`src/hdl/dipc_consts.vh`:
```
// Constants for the dual-input position capture block.
`ifndef DIPC_CONSTS_VH
`define DIPC_CONSTS_VH

// ----------------------------------------------------------------
// Parameter addresses of the fieldbus parameter map
// ----------------------------------------------------------------
`define DIPC_ADDR_W 16
`define DIPC_ADDR_FLAGS 16'h0a02
`define DIPC_ADDR_I1_POS 16'h0a0c
`define DIPC_ADDR_I1_TOTAL 16'h0a10
`define DIPC_ADDR_I2_TOTAL 16'h0a12
`define DIPC_ADDR_I1_TOTAL_SNAP 16'h0a2e
`define DIPC_ADDR_I1_POS_SNAP 16'h0a30
`define DIPC_ADDR_I1_RISE_POS 16'h0a4a
`define DIPC_ADDR_I1_FALL_POS 16'h0a4c
`define DIPC_ADDR_I1_RISE_CNT 16'h0a56
`define DIPC_ADDR_I1_FALL_CNT 16'h0a58
`define DIPC_ADDR_I2_RISE_CNT 16'h0a5a
`define DIPC_ADDR_I2_FALL_CNT 16'h0a5c

// ----------------------------------------------------------------
// Widths, reset values and field positions
// ----------------------------------------------------------------
`define DIPC_CNT_W 16
`define DIPC_POS_W 32
`define DIPC_CNT_RST 16'h0000
`define DIPC_POS_RST 32'h0000_0000
`define DIPC_DATA_RST 32'h0000_0000
`define DIPC_CNT_ONE 16'h0001
`define DIPC_FLAG_I1 0
`define DIPC_FLAG_I2 1
`define DIPC_FLAGS_PAD 14'h0000
`define DIPC_CNT_PAD 16'h0000

// ----------------------------------------------------------------
// Edge selection for the general capture register
// ----------------------------------------------------------------
`define DIPC_EDGE_RISE 2'h0
`define DIPC_EDGE_FALL 2'h1
`define DIPC_EDGE_BOTH 2'h2

`endif

```
`src/hdl/dipc_input_unit.v`:
```
// One capture input: pin synchroniser, edge detection and event counters.
`timescale 1ns/1ps
`include "dipc_consts.vh"

module dipc_input_unit (
	// Clock and reset.
	input wire clock,
	input wire rst,
	// Capture pin and control.
	input wire pin,
	input wire enable,
	input wire [1:0] edge_mode,
	// Detected events, same cycle as the counters step.
	output wire activate,
	output wire rise_evt,
	output wire fall_evt,
	output wire capture_evt,
	// Counter values.
	output wire [`DIPC_CNT_W-1:0] rise_cnt,
	output wire [`DIPC_CNT_W-1:0] fall_cnt,
	output wire [`DIPC_CNT_W-1:0] total_cnt
);

	reg meta_ff;
	reg sync_ff;
	reg last_ff;
	reg enable_ff;
	reg [`DIPC_CNT_W-1:0] rise_cnt_ff;
	reg [`DIPC_CNT_W-1:0] fall_cnt_ff;
	reg [`DIPC_CNT_W-1:0] total_cnt_ff;
	reg sel_edge;
	wire [`DIPC_CNT_W-1:0] nxt_rise_cnt;
	wire [`DIPC_CNT_W-1:0] nxt_fall_cnt;
	wire [`DIPC_CNT_W-1:0] nxt_total_cnt;

	// Two flip-flops bring the pin into the clock domain; only sync_ff is looked at.
	always @(posedge clock) begin
		if (rst) begin
			meta_ff <= 1'b0;
			sync_ff <= 1'b0;
			last_ff <= 1'b0;
			enable_ff <= 1'b0;
		end else begin
			meta_ff <= pin;
			sync_ff <= meta_ff;
			last_ff <= sync_ff;
			enable_ff <= enable;
		end
	end

	// Activation is the rising edge of the enable level.
	assign activate = enable & ~enable_ff;
	// Edges only count while capture is enabled.
	assign rise_evt = enable & sync_ff & ~last_ff;
	assign fall_evt = enable & ~sync_ff & last_ff;

	// The edge mode picks which edges feed the general capture.
	always @* begin
		case (edge_mode)
			`DIPC_EDGE_RISE: sel_edge = rise_evt;
			`DIPC_EDGE_FALL: sel_edge = fall_evt;
			`DIPC_EDGE_BOTH: sel_edge = rise_evt | fall_evt;
			default: sel_edge = rise_evt;
		endcase
	end
	assign capture_evt = sel_edge;

	// An edge in the activation cycle still counts, so it is not lost to the clear.
	assign nxt_rise_cnt = (activate ? `DIPC_CNT_RST : rise_cnt_ff)
		+ (rise_evt ? `DIPC_CNT_ONE : `DIPC_CNT_RST);
	assign nxt_fall_cnt = (activate ? `DIPC_CNT_RST : fall_cnt_ff)
		+ (fall_evt ? `DIPC_CNT_ONE : `DIPC_CNT_RST);
	assign nxt_total_cnt = (activate ? `DIPC_CNT_RST : total_cnt_ff)
		+ (sel_edge ? `DIPC_CNT_ONE : `DIPC_CNT_RST);

	// Counters wrap at the 16-bit limit, as an unsigned count would.
	always @(posedge clock) begin
		if (rst) begin
			rise_cnt_ff <= `DIPC_CNT_RST;
			fall_cnt_ff <= `DIPC_CNT_RST;
			total_cnt_ff <= `DIPC_CNT_RST;
		end else begin
			rise_cnt_ff <= nxt_rise_cnt;
			fall_cnt_ff <= nxt_fall_cnt;
			total_cnt_ff <= nxt_total_cnt;
		end
	end

	assign rise_cnt = rise_cnt_ff;
	assign fall_cnt = fall_cnt_ff;
	assign total_cnt = total_cnt_ff;

endmodule

```
`src/hdl/dipc_capture.v`:
```
// Dual-input position capture: counters, position latches and read port.
// Notes for the next user of this block:
// Counters wrap silently at the 16-bit limit, as an unsigned count does.
// An edge in the activation cycle counts after the clear, so the counter
// reads one there instead of losing that event.
// Capture and origin shift in one cycle: the capture wins, because the
// live position already stands in the new reference.
// The snapshot copy pairs with the count that the same read returns; a
// capture in the read cycle shows in neither half of that pair.
// Only input one keeps positions; input two has counters and a flag.
// Rise and fall counters count every edge while enabled, whatever the mode.
// A pin change reaches the edge compare after two synchroniser stages,
// so a pulse shorter than one clock may be missed.
// Reads of unmapped addresses answer with the error flag and a zero word.
`timescale 1ns/1ps
`include "dipc_consts.vh"

module dipc_capture (
	// Clock and reset.
	input wire clock,
	input wire rst,
	// Capture pins.
	input wire capture_pin_one,
	input wire capture_pin_two,
	// Capture control: enable levels and edge selection.
	input wire capture_pin_one_enable,
	input wire capture_pin_two_enable,
	input wire [1:0] capture_pin_one_edge_mode,
	input wire [1:0] capture_pin_two_edge_mode,
	// Actual position and origin change from the position feedback.
	input wire [`DIPC_POS_W-1:0] pos_actual,
	input wire origin_shift_valid,
	input wire [`DIPC_POS_W-1:0] origin_shift,
	// Parameter read port.
	input wire rd_req,
	input wire [`DIPC_ADDR_W-1:0] rd_addr,
	output wire rd_ack,
	output wire rd_err,
	output wire [`DIPC_POS_W-1:0] rd_data
);

	// ----------------------------------------------------------------
	// Address decode
	// ----------------------------------------------------------------

	// Recognises every parameter address this block answers.
	function dipc_is_mapped;
		input [`DIPC_ADDR_W-1:0] addr;
		begin
			case (addr)
				`DIPC_ADDR_FLAGS,
				`DIPC_ADDR_I1_POS,
				`DIPC_ADDR_I1_TOTAL,
				`DIPC_ADDR_I2_TOTAL,
				`DIPC_ADDR_I1_TOTAL_SNAP,
				`DIPC_ADDR_I1_POS_SNAP,
				`DIPC_ADDR_I1_RISE_POS,
				`DIPC_ADDR_I1_FALL_POS,
				`DIPC_ADDR_I1_RISE_CNT,
				`DIPC_ADDR_I1_FALL_CNT,
				`DIPC_ADDR_I2_RISE_CNT,
				`DIPC_ADDR_I2_FALL_CNT: dipc_is_mapped = 1'b1;
				default: dipc_is_mapped = 1'b0;
			endcase
		end
	endfunction

	// True when a read addresses the given parameter.
	function dipc_hit;
		input req;
		input [`DIPC_ADDR_W-1:0] addr;
		input [`DIPC_ADDR_W-1:0] target;
		begin
			dipc_hit = req & (addr == target);
		end
	endfunction

	// Widens a counter to the read word, with zero in the upper half.
	function [`DIPC_POS_W-1:0] dipc_cnt_word;
		input [`DIPC_CNT_W-1:0] cnt;
		begin
			dipc_cnt_word = {`DIPC_CNT_PAD, cnt};
		end
	endfunction

	// ----------------------------------------------------------------
	// Per-input edge detection and counters
	// ----------------------------------------------------------------

	wire [1:0] pins;
	wire [1:0] enables;
	wire [3:0] modes;
	wire [1:0] activate;
	wire [1:0] rise_evt;
	wire [1:0] fall_evt;
	wire [1:0] capture_evt;
	wire [2*`DIPC_CNT_W-1:0] rise_cnt;
	wire [2*`DIPC_CNT_W-1:0] fall_cnt;
	wire [2*`DIPC_CNT_W-1:0] total_cnt;

	assign pins = {capture_pin_two, capture_pin_one};
	assign enables = {capture_pin_two_enable, capture_pin_one_enable};
	assign modes = {capture_pin_two_edge_mode, capture_pin_one_edge_mode};

	// Both inputs share one unit design, so they behave identically.
	genvar gi;
	generate
		for (gi = 0; gi < 2; gi = gi + 1) begin : g_input
			dipc_input_unit u_unit (
				.clock(clock),
				.rst(rst),
				.pin(pins[gi]),
				.enable(enables[gi]),
				.edge_mode(modes[2*gi+1:2*gi]),
				.activate(activate[gi]),
				.rise_evt(rise_evt[gi]),
				.fall_evt(fall_evt[gi]),
				.capture_evt(capture_evt[gi]),
				.rise_cnt(rise_cnt[`DIPC_CNT_W*gi+`DIPC_CNT_W-1:`DIPC_CNT_W*gi]),
				.fall_cnt(fall_cnt[`DIPC_CNT_W*gi+`DIPC_CNT_W-1:`DIPC_CNT_W*gi]),
				.total_cnt(total_cnt[`DIPC_CNT_W*gi+`DIPC_CNT_W-1:`DIPC_CNT_W*gi])
			);
		end
	endgenerate

	// Per-input counter views: input one sits in the low half of each bus.
	// Naming them once keeps the read decode free of bit positions.
	wire [`DIPC_CNT_W-1:0] i1_rise_cnt;
	wire [`DIPC_CNT_W-1:0] i1_fall_cnt;
	wire [`DIPC_CNT_W-1:0] i1_total_cnt;
	wire [`DIPC_CNT_W-1:0] i2_rise_cnt;
	wire [`DIPC_CNT_W-1:0] i2_fall_cnt;
	wire [`DIPC_CNT_W-1:0] i2_total_cnt;

	assign i1_rise_cnt = rise_cnt[`DIPC_CNT_W-1:0];
	assign i1_fall_cnt = fall_cnt[`DIPC_CNT_W-1:0];
	assign i1_total_cnt = total_cnt[`DIPC_CNT_W-1:0];
	assign i2_rise_cnt = rise_cnt[2*`DIPC_CNT_W-1:`DIPC_CNT_W];
	assign i2_fall_cnt = fall_cnt[2*`DIPC_CNT_W-1:`DIPC_CNT_W];
	assign i2_total_cnt = total_cnt[2*`DIPC_CNT_W-1:`DIPC_CNT_W];

	// ----------------------------------------------------------------
	// Position latches for input one
	// ----------------------------------------------------------------

	// Stored positions are signed; sums wrap as two's complement would.
	reg [`DIPC_POS_W-1:0] cap_pos_ff;
	reg [`DIPC_POS_W-1:0] rise_pos_ff;
	reg [`DIPC_POS_W-1:0] fall_pos_ff;
	reg [`DIPC_POS_W-1:0] snap_pos_ff;
	reg [`DIPC_POS_W-1:0] nxt_cap_pos;
	reg [`DIPC_POS_W-1:0] nxt_rise_pos;
	reg [`DIPC_POS_W-1:0] nxt_fall_pos;
	reg [`DIPC_POS_W-1:0] nxt_snap_pos;
	wire snap_read;

	// Reading the snapshot counter is what refreshes the position copy.
	assign snap_read = dipc_hit(rd_req, rd_addr, `DIPC_ADDR_I1_TOTAL_SNAP);

	// A new capture takes the live position, already in the new reference,
	// so it overrides the origin shift in the same cycle.
	always @* begin
		nxt_cap_pos = cap_pos_ff;
		nxt_rise_pos = rise_pos_ff;
		nxt_fall_pos = fall_pos_ff;
		nxt_snap_pos = snap_pos_ff;
		if (origin_shift_valid) begin
			nxt_cap_pos = cap_pos_ff + origin_shift;
			nxt_rise_pos = rise_pos_ff + origin_shift;
			nxt_fall_pos = fall_pos_ff + origin_shift;
			nxt_snap_pos = snap_pos_ff + origin_shift;
		end
		if (capture_evt[0]) begin
			nxt_cap_pos = pos_actual;
		end
		if (rise_evt[0]) begin
			nxt_rise_pos = pos_actual;
		end
		if (fall_evt[0]) begin
			nxt_fall_pos = pos_actual;
		end
		// The copy pairs with the count that this same read returns, which is the
		// registered total before this cycle's events; an origin shift in the same
		// cycle still re-references it.
		if (snap_read) begin
			if (origin_shift_valid) begin
				nxt_snap_pos = cap_pos_ff + origin_shift;
			end else begin
				nxt_snap_pos = cap_pos_ff;
			end
		end
	end

	// Position registers hold their value until a capture, an origin shift or, for the snapshot copy, a snapshot read.
	always @(posedge clock) begin
		if (rst) begin
			cap_pos_ff <= `DIPC_POS_RST;
			rise_pos_ff <= `DIPC_POS_RST;
			fall_pos_ff <= `DIPC_POS_RST;
			snap_pos_ff <= `DIPC_POS_RST;
		end else begin
			cap_pos_ff <= nxt_cap_pos;
			rise_pos_ff <= nxt_rise_pos;
			fall_pos_ff <= nxt_fall_pos;
			snap_pos_ff <= nxt_snap_pos;
		end
	end

	// ----------------------------------------------------------------
	// Capture flags word
	// ----------------------------------------------------------------

	// A flag stays set until its input is activated again; reading leaves it.
	reg [1:0] flags_ff;
	wire [1:0] nxt_flags;

	// Activation clears a flag, but a capture in the same cycle sets it again.
	genvar gf;
	generate
		for (gf = 0; gf < 2; gf = gf + 1) begin : g_flag
			assign nxt_flags[gf] = capture_evt[gf] | (flags_ff[gf] & ~activate[gf]);
		end
	endgenerate

	always @(posedge clock) begin
		if (rst) begin
			flags_ff <= 2'h0;
		end else begin
			flags_ff <= nxt_flags;
		end
	end

	wire [`DIPC_POS_W-1:0] flags_word;
	// The flags word carries input one in the low bit and input two above it.
	assign flags_word = {`DIPC_CNT_PAD, `DIPC_FLAGS_PAD, flags_ff[`DIPC_FLAG_I2],
		flags_ff[`DIPC_FLAG_I1]};

	// ----------------------------------------------------------------
	// Parameter read port
	// ----------------------------------------------------------------

	reg [`DIPC_POS_W-1:0] rd_data_ff;
	reg rd_ack_ff;
	reg rd_err_ff;
	reg [`DIPC_POS_W-1:0] nxt_rd_data;

	// Counters sit in the low half with zero above; positions use all bits.
	always @* begin
		case (rd_addr)
			`DIPC_ADDR_FLAGS: nxt_rd_data = flags_word;
			`DIPC_ADDR_I1_POS: nxt_rd_data = cap_pos_ff;
			`DIPC_ADDR_I1_TOTAL: nxt_rd_data = dipc_cnt_word(i1_total_cnt);
			`DIPC_ADDR_I2_TOTAL: nxt_rd_data = dipc_cnt_word(i2_total_cnt);
			`DIPC_ADDR_I1_TOTAL_SNAP: nxt_rd_data = dipc_cnt_word(i1_total_cnt);
			`DIPC_ADDR_I1_POS_SNAP: nxt_rd_data = snap_pos_ff;
			`DIPC_ADDR_I1_RISE_POS: nxt_rd_data = rise_pos_ff;
			`DIPC_ADDR_I1_FALL_POS: nxt_rd_data = fall_pos_ff;
			`DIPC_ADDR_I1_RISE_CNT: nxt_rd_data = dipc_cnt_word(i1_rise_cnt);
			`DIPC_ADDR_I1_FALL_CNT: nxt_rd_data = dipc_cnt_word(i1_fall_cnt);
			`DIPC_ADDR_I2_RISE_CNT: nxt_rd_data = dipc_cnt_word(i2_rise_cnt);
			`DIPC_ADDR_I2_FALL_CNT: nxt_rd_data = dipc_cnt_word(i2_fall_cnt);
			default: nxt_rd_data = `DIPC_DATA_RST;
		endcase
	end

	// One answer per request, one cycle later; unmapped reads return zero.
	// Read data moves only on a request, so it stands until the next answer.
	// The error flag rides with the answer and is never raised on its own.
	always @(posedge clock) begin
		if (rst) begin
			rd_data_ff <= `DIPC_DATA_RST;
			rd_ack_ff <= 1'b0;
			rd_err_ff <= 1'b0;
		end else begin
			rd_ack_ff <= rd_req;
			rd_err_ff <= rd_req & ~dipc_is_mapped(rd_addr);
			if (rd_req) begin
				rd_data_ff <= nxt_rd_data;
			end
		end
	end

	assign rd_ack = rd_ack_ff;
	assign rd_err = rd_err_ff;
	assign rd_data = rd_data_ff;

endmodule

```
`config.mk`:
```
export PLATFORM = sky130hd
export DESIGN_NAME = dipc_capture
export DESIGN_NICKNAME = d
export VERILOG_FILES = /design/src/hdl/dipc_input_unit.v /design/src/hdl/dipc_capture.v
export VERILOG_INCLUDE_DIRS = /design/src /design/src/hdl
export SDC_FILE = /design/constraint.sdc
export NUM_CORES = 1
export LEC_CHECK = 0
export CAP_MARGIN = 20
export CORE_ASPECT_RATIO = 0.7
export CORE_MARGIN = 2
export CORE_UTILIZATION = 65
export CTS_CLUSTER_SIZE = 25
export DETAILED_ROUTE_END_ITERATION = 8
export DONT_BUFFER_PORTS = 1
export PLACE_DENSITY = 0.92
export REMOVE_ABC_BUFFERS = 1
export SYNTH_ARGS = -nofsm -noshare
export SYNTH_HDL_FRONTEND = slang
export SYNTH_SLANG_ARGS = --single-unit
```
`constraint.sdc`:
```
create_clock -name clock -period 3.9 [get_ports clock]
set_clock_uncertainty 0.05 [all_clocks]
set_input_delay 0.195 -clock clock [delete_from_list [all_inputs] [get_ports clock]]
set_output_delay 0.195 -clock clock [all_outputs]
set_load 0.01 [all_outputs]
```
# Yosys cells after proc, flatten, opt, wreduce, memory -nomap -nowiden
# Cells that the tools add are included.
# word_totals
out_inout_bits	34
register_bits	268
input_bits	92
word_cells	105
# op_classes
mux	25
reduce_logical	5
bitwise	27
eq_ne	16
add_sub_neg	10
# op_table
cell	n
$pmux W32 S11	1
$mux W32	8
$eq A16 B12 Y1 const B	12
$add A32 B32 Y32	4
$add A16 B16 Y16	6
$mux W16	6
$and A1 B1 Y1	14
$reduce_or A12 Y1	1
$not A1 Y1	9
$mux W1	8
$reduce_bool A2 Y1	3
$eq A2 B1 Y1 const B	2
$eq A2 B2 Y1 const B	2
$or A1 B1 Y1	4
$pmux W1 S2	2
$reduce_or A2 Y1	1

# Logic depth before layout (Yosys ltp)
# logic_depth
ltp_word	7
depth_mapped	13
ltp_nobuf	13

# Modules after synthesis
# From an unflattened synthesis, not the netlist that was laid out.
# unflattened
cells_unflattened	2416
hier_area_um2	18988.2
# modules_own_cells
mod	seq_area_each_um2	instances	area_each_um2	cells_per_inst
dipc_capture	3283.1	1	14301.2	1876
dipc_input_unit	1041.0	2	2343.5	270

# Worst setup path after synthesis
# No wires, ideal clock.
# synth_timing
path_kind	register to register
startpoint	reg rise_pos_ff[0]
endpoint	reg rise_pos_ff[22]
path_slack_ns	1.057
period_less_slack_ns	2.843
path_buffers	0
required_ns	3.729
arrival_ns	2.672
setup_time_ns	0.121
path_stages_with_launch	13
path_cell_list	dfxtp_1 -> ha_1 -> fa_1 -> a21o_1 -> a21oi_1 -> o21bai_1 -> a221oi_2 -> o31ai_1 -> a41o_1 -> a21o_1 -> a21oi_1 -> xor2_1 -> o21ai_1
# synth_via
elab_chain_len	3
# synth_rtl
item	line	text
start: declaration	dipc_capture.v:148	reg [`DIPC_POS_W-1:0] rise_pos_ff;
start signal: assignment	dipc_capture.v:198	rise_pos_ff <= `DIPC_POS_RST;
start signal: assignment	dipc_capture.v:203	rise_pos_ff <= nxt_rise_pos;
$add A32 B32 Y32	dipc_capture.v:169	nxt_rise_pos = rise_pos_ff + origin_shift;
$mux W32	dipc_capture.v:167	if (origin_shift_valid) begin
$mux W32	dipc_capture.v:176	if (rise_evt[0]) begin
# Every way passes these cells. The select of a mux whose other input is x is not followed.
# A chain may end at the register's enable or synchronous reset.

# Final worst setup path
# layout_timing
startpoint	reg cap_pos_ff[0]
endpoint	reg cap_pos_ff[24]
# layout_via
elab_chain_len	3
# layout_rtl
item	line	text
start: declaration	dipc_capture.v:147	reg [`DIPC_POS_W-1:0] cap_pos_ff;
start signal: assignment	dipc_capture.v:197	cap_pos_ff <= `DIPC_POS_RST;
start signal: assignment	dipc_capture.v:202	cap_pos_ff <= nxt_cap_pos;
$add A32 B32 Y32	dipc_capture.v:168	nxt_cap_pos = cap_pos_ff + origin_shift;
$mux W32	dipc_capture.v:167	
$mux W32	dipc_capture.v:173	if (capture_evt[0]) begin
# Every way passes these cells.

==> flow_summary.yaml <==
floorplan:
  num_rows: 52
  initial_core_util_pct: 65.6
  die_w_um: 207
  dieArea_mm2: 0.0303
  fp.dieH_um: 146
  ioPinCount: 126
  core_region_area_mm2: 0.0286
sta:
  slew_headroom_pct: 34.3
  worstMarginPinSlew_ns: 0.984
  fmaxAchievable_ghz: 0.269
  fin_crit_sh_pct: 95.2
  hold_viol: 0
  slew_viol_final: 0
  grt_setup_unrepaired: "false"
  fin_crit_ns: 3.71
  setup_viol: 0
synth:
  ys_types: 70
  synth_top_cell_by_area: "dfxtp_1"
  seq_area_frac_synth_pct: 28.6
  synth_warnings: 0
  synthArstFlopShare_pct: 0
  ys_ff_latch: 268
  synth_edf_count: 0
  synth_ff_type: "dfxtp_1"
  avgSynthCellArea_um2: 7.93
  syn_inst: 2366
  synth_top_area_share_pct: 28.6
  ys_top_cells_by_area: "dfxtp_1 (29%), ha_1 (9.3%), a21oi_1 (5.9%), nor2_1 (5.0%), a211oi_1 (4.6%)"
  synthesis.area_mm2: 0.0188
pwr:
  clockPowerShare_pct: 31.8
  power.density_mw_per_mm2: 444
  p_sw_share_pct: 35.7
  p_sw_w: 0.00327
  power_frac_comb_pct: 33.0
  internal_power_w: 0.00589
  p_leak_nw: 8.41
  ir_drop_mv: 0.373
  share_seq_of_total_power_pct: 35.2
global_route:
  antenna_found_initial: 1
  grt.met1_usage_pct: 58.7
  grt_max_degree: 148
  grt.overflow.total: 0
  grt_usage_pct: 41.8
  grt_util_met2_pct: 60.2
  grt_pass1_vias: 18300
  grt_pass1_wl_um: 102000
  grt_busiest_layer: "met2"
  grtUsageMet3_pct: 13.1
layout:
  syn2layout_area_growth_pct: 9.82
  postLayoutCoreUtil_pct: 72.0
  fin_cells: 2761
  stdcell_area_mm2: 0.0206
  drive_gt1_share_pct: 5.79
  fill_cells: 2202
  finalNetCount: 2598
place:
  dpl.cell_count: 2655
  place_area_mm2: 0.0190
  portBuffers: 0
  hpwl_um: 46600
  gp_congestion: 1.01
clock_tree:
  clockBufferDepth: 3
  cts.sinks: 268
  cts_root_buf: "clkbuf_16"
  h-tree-depth: 1
  clk_latency_ns: 0.57
  postCtsSetupRepairBufs: 0
  numCtsBuffers: 28
  clkSlewWorstSetupHoldPaths_ns: 0.08
  cts_tree: "built"
detailed_routing:
  drt_drc_violations_left: 0
  antenna_left: 0
  routed_via_density: 7.07
  num_vias: 19500
  wire_per_inst_um: 23.9
  finalWirelength_um: 66100
  drt_pass1_iterations: 9
  drt-initial-drc-count: 2682
setup_path:
  required_ns: 4.28
  start_kind: "flop"
  worst_setup_path_end_kind: "flop"
  arrival_ns: 4.09
  path_class: "reg -> reg"
  cp_max_fo: 4
min_path:
  hp-class: "in -> reg"
status:
  outcome: "finished clean"
job:
  drv_cap: 0
==> registers in the layout, indices dropped and copies added (netlist names) <==
signal and cells:
rd_err 1, rise_pos_ff 32, cap_pos_ff 32, fall_pos_ff 32, g_input.u_unit.fall_cnt 32, g_input.u_unit.sync_ff 2, g_input.u_unit.last_ff 2, g_input.u_unit.total_cnt 32
snap_pos_ff 32, g_input.u_unit.meta_ff 2, flags_ff 2, rd_data 32, g_input.u_unit.rise_cnt 32, g_input.u_unit.enable_ff 2, rd_ack 1
==> layout by cell type, fill, tap and decap left out, types with 6 or more instances in the layout <==
cell type,count
a21boi_0,11
o31ai_1,8
dfxtp_1,268
o21ai_0,119
nor3_1,30
a21o_1,64
a222oi_1,20
nor3b_1,6
a211oi_1,115
o21a_1,14
and4_1,11
or2_2,9
inv_1,46
nand3_1,92
a211oi_2,10
clkbuf_16,29
nand4_1,25
or3_1,29
mux2i_1,48
o22ai_1,7
xor2_1,83
a21oi_1,222
o211ai_1,10
a311oi_1,8
nor2_1,244
a221oi_2,12
and3_1,28
and2_1,22
nand2b_1,10
buf_4,36
o21bai_1,18
ha_1,140
a221oi_1,25
xnor2_1,89
dlygate4sd3_1,52
nand2_1,224
a22oi_1,29
nor2b_1,41
a31oi_1,41
==> stage by stage <==
| stage | setup TNS, ns | total power [W] | hold slack (ns) | setup slack, ns |
|---|---|---|---|---|
| after CTS | 0 | 0.00902 | 0.000932 | 0.409 |
| after floorplan | -0.347 | 0.00530 | 0.210 | -0.0746 |
| after global placement | 0 | 0.00593 | 0.233 | 0.464 |
| after detailed placement | 0 | 0.00600 | 0.233 | 0.435 |
| after global routing | 0 | 0.00951 | 0.0246 | 0.0482 |
| final | 0 | 0.00916 | 0.0123 | 0.186 |
==> cells in the mapped netlist, drive strengths merged, types with 41 or more instances <==
master    n
dfxtp   268
nor2    248
nand2   225
a21oi   222
ha      140
a211oi  125
o21ai   121
clkbuf  106
nand3    92
xnor2    89
xor2     83
a21o     64
inv      48
mux2i    48
a31oi    41
nor2b    41
==> timing repair <==
item	4_1_cts	5_1_grt
hold endpoints to repair	198	0
gates resized for setup	0	0
hold buffers	55	0
==> cells by family (layout without fill, tap and decap cells) <==
logic type | Yosys count | after routing | synth area share [%]
buffers and inverters | 173 | 189 | 3.61
AO/OA/AOI/OAI | 766 | 766 | 27.2
flip-flops | 268 | 268 | 28.6
multiplexers | 53 | 53 | 3.04
AND/OR/NAND/NOR | 790 | 790 | 19.7
other | 0 | 1 | 0
XOR/XNOR | 172 | 172 | 8.03
adder cells (fa/ha/maj) | 144 | 144 | 9.76
==> path summary, 6_finish.rpt <==
kind         depth (start not counted)  slack [ns]                 startpoint                         to
max                                 13        0.19              cap_pos_ff[0]             cap_pos_ff[24]
min                                  3        0.01         origin_shift_valid            snap_pos_ff[17]
min reg2reg                          1        0.40  g_input[1].u_unit.meta_ff  g_input[1].u_unit.sync_ff
max reg2reg                         13        0.19              cap_pos_ff[0]             cap_pos_ff[24]
==> final cells by class <==
cell class	count	area (µm²)	share of cell area, %
multi-input cells	1925	12700	61.9
flip-flops and latches	268	5370	26.0
repair buffers	91	873	4.24
clock buffers	34	764	3.71
well taps	378	473	2.29
clock inverters	16	204	0.990
inverters	48	180	0.874
diodes	1	2.50	0.0121
==> power groups by stage <==
stage | sequential [W] | clock, W | combinational, W
floorplan | 0.00318 | 0 | 0.00212
global placement | 0.00326 | 0 | 0.00267
detailed placement | 0.00327 | 0 | 0.00273
CTS | 0.00321 | 0.00291 | 0.00290
global route | 0.00324 | 0.00301 | 0.00326
finish | 0.00323 | 0.00291 | 0.00302
==> worst max-delay path, stage by stage (launching register included) <==
cell,delay (ns)
dfxtp_1,0.39
ha_1,0.23
fa_1,0.28
a211oi_1,0.10
buf_4,0.15
o21ai_0,0.53
nand3b_1,0.18
a31oi_1,0.50
a21boi_0,0.29
o21ai_0,0.27
xnor2_1,0.15
nor2_1,0.05
a21oi_1,0.25
a211oi_1,0.12
==> per-layer routing <==
layer / vias to the layer above / routed length, µm
met2: 1451 / 26300
met5: - / 0
met3: 254 / 10100
li1: 8708 / -
met4: 0 / 2870
met1: 9098 / 26900
Power figures use the tool's default switching activity.
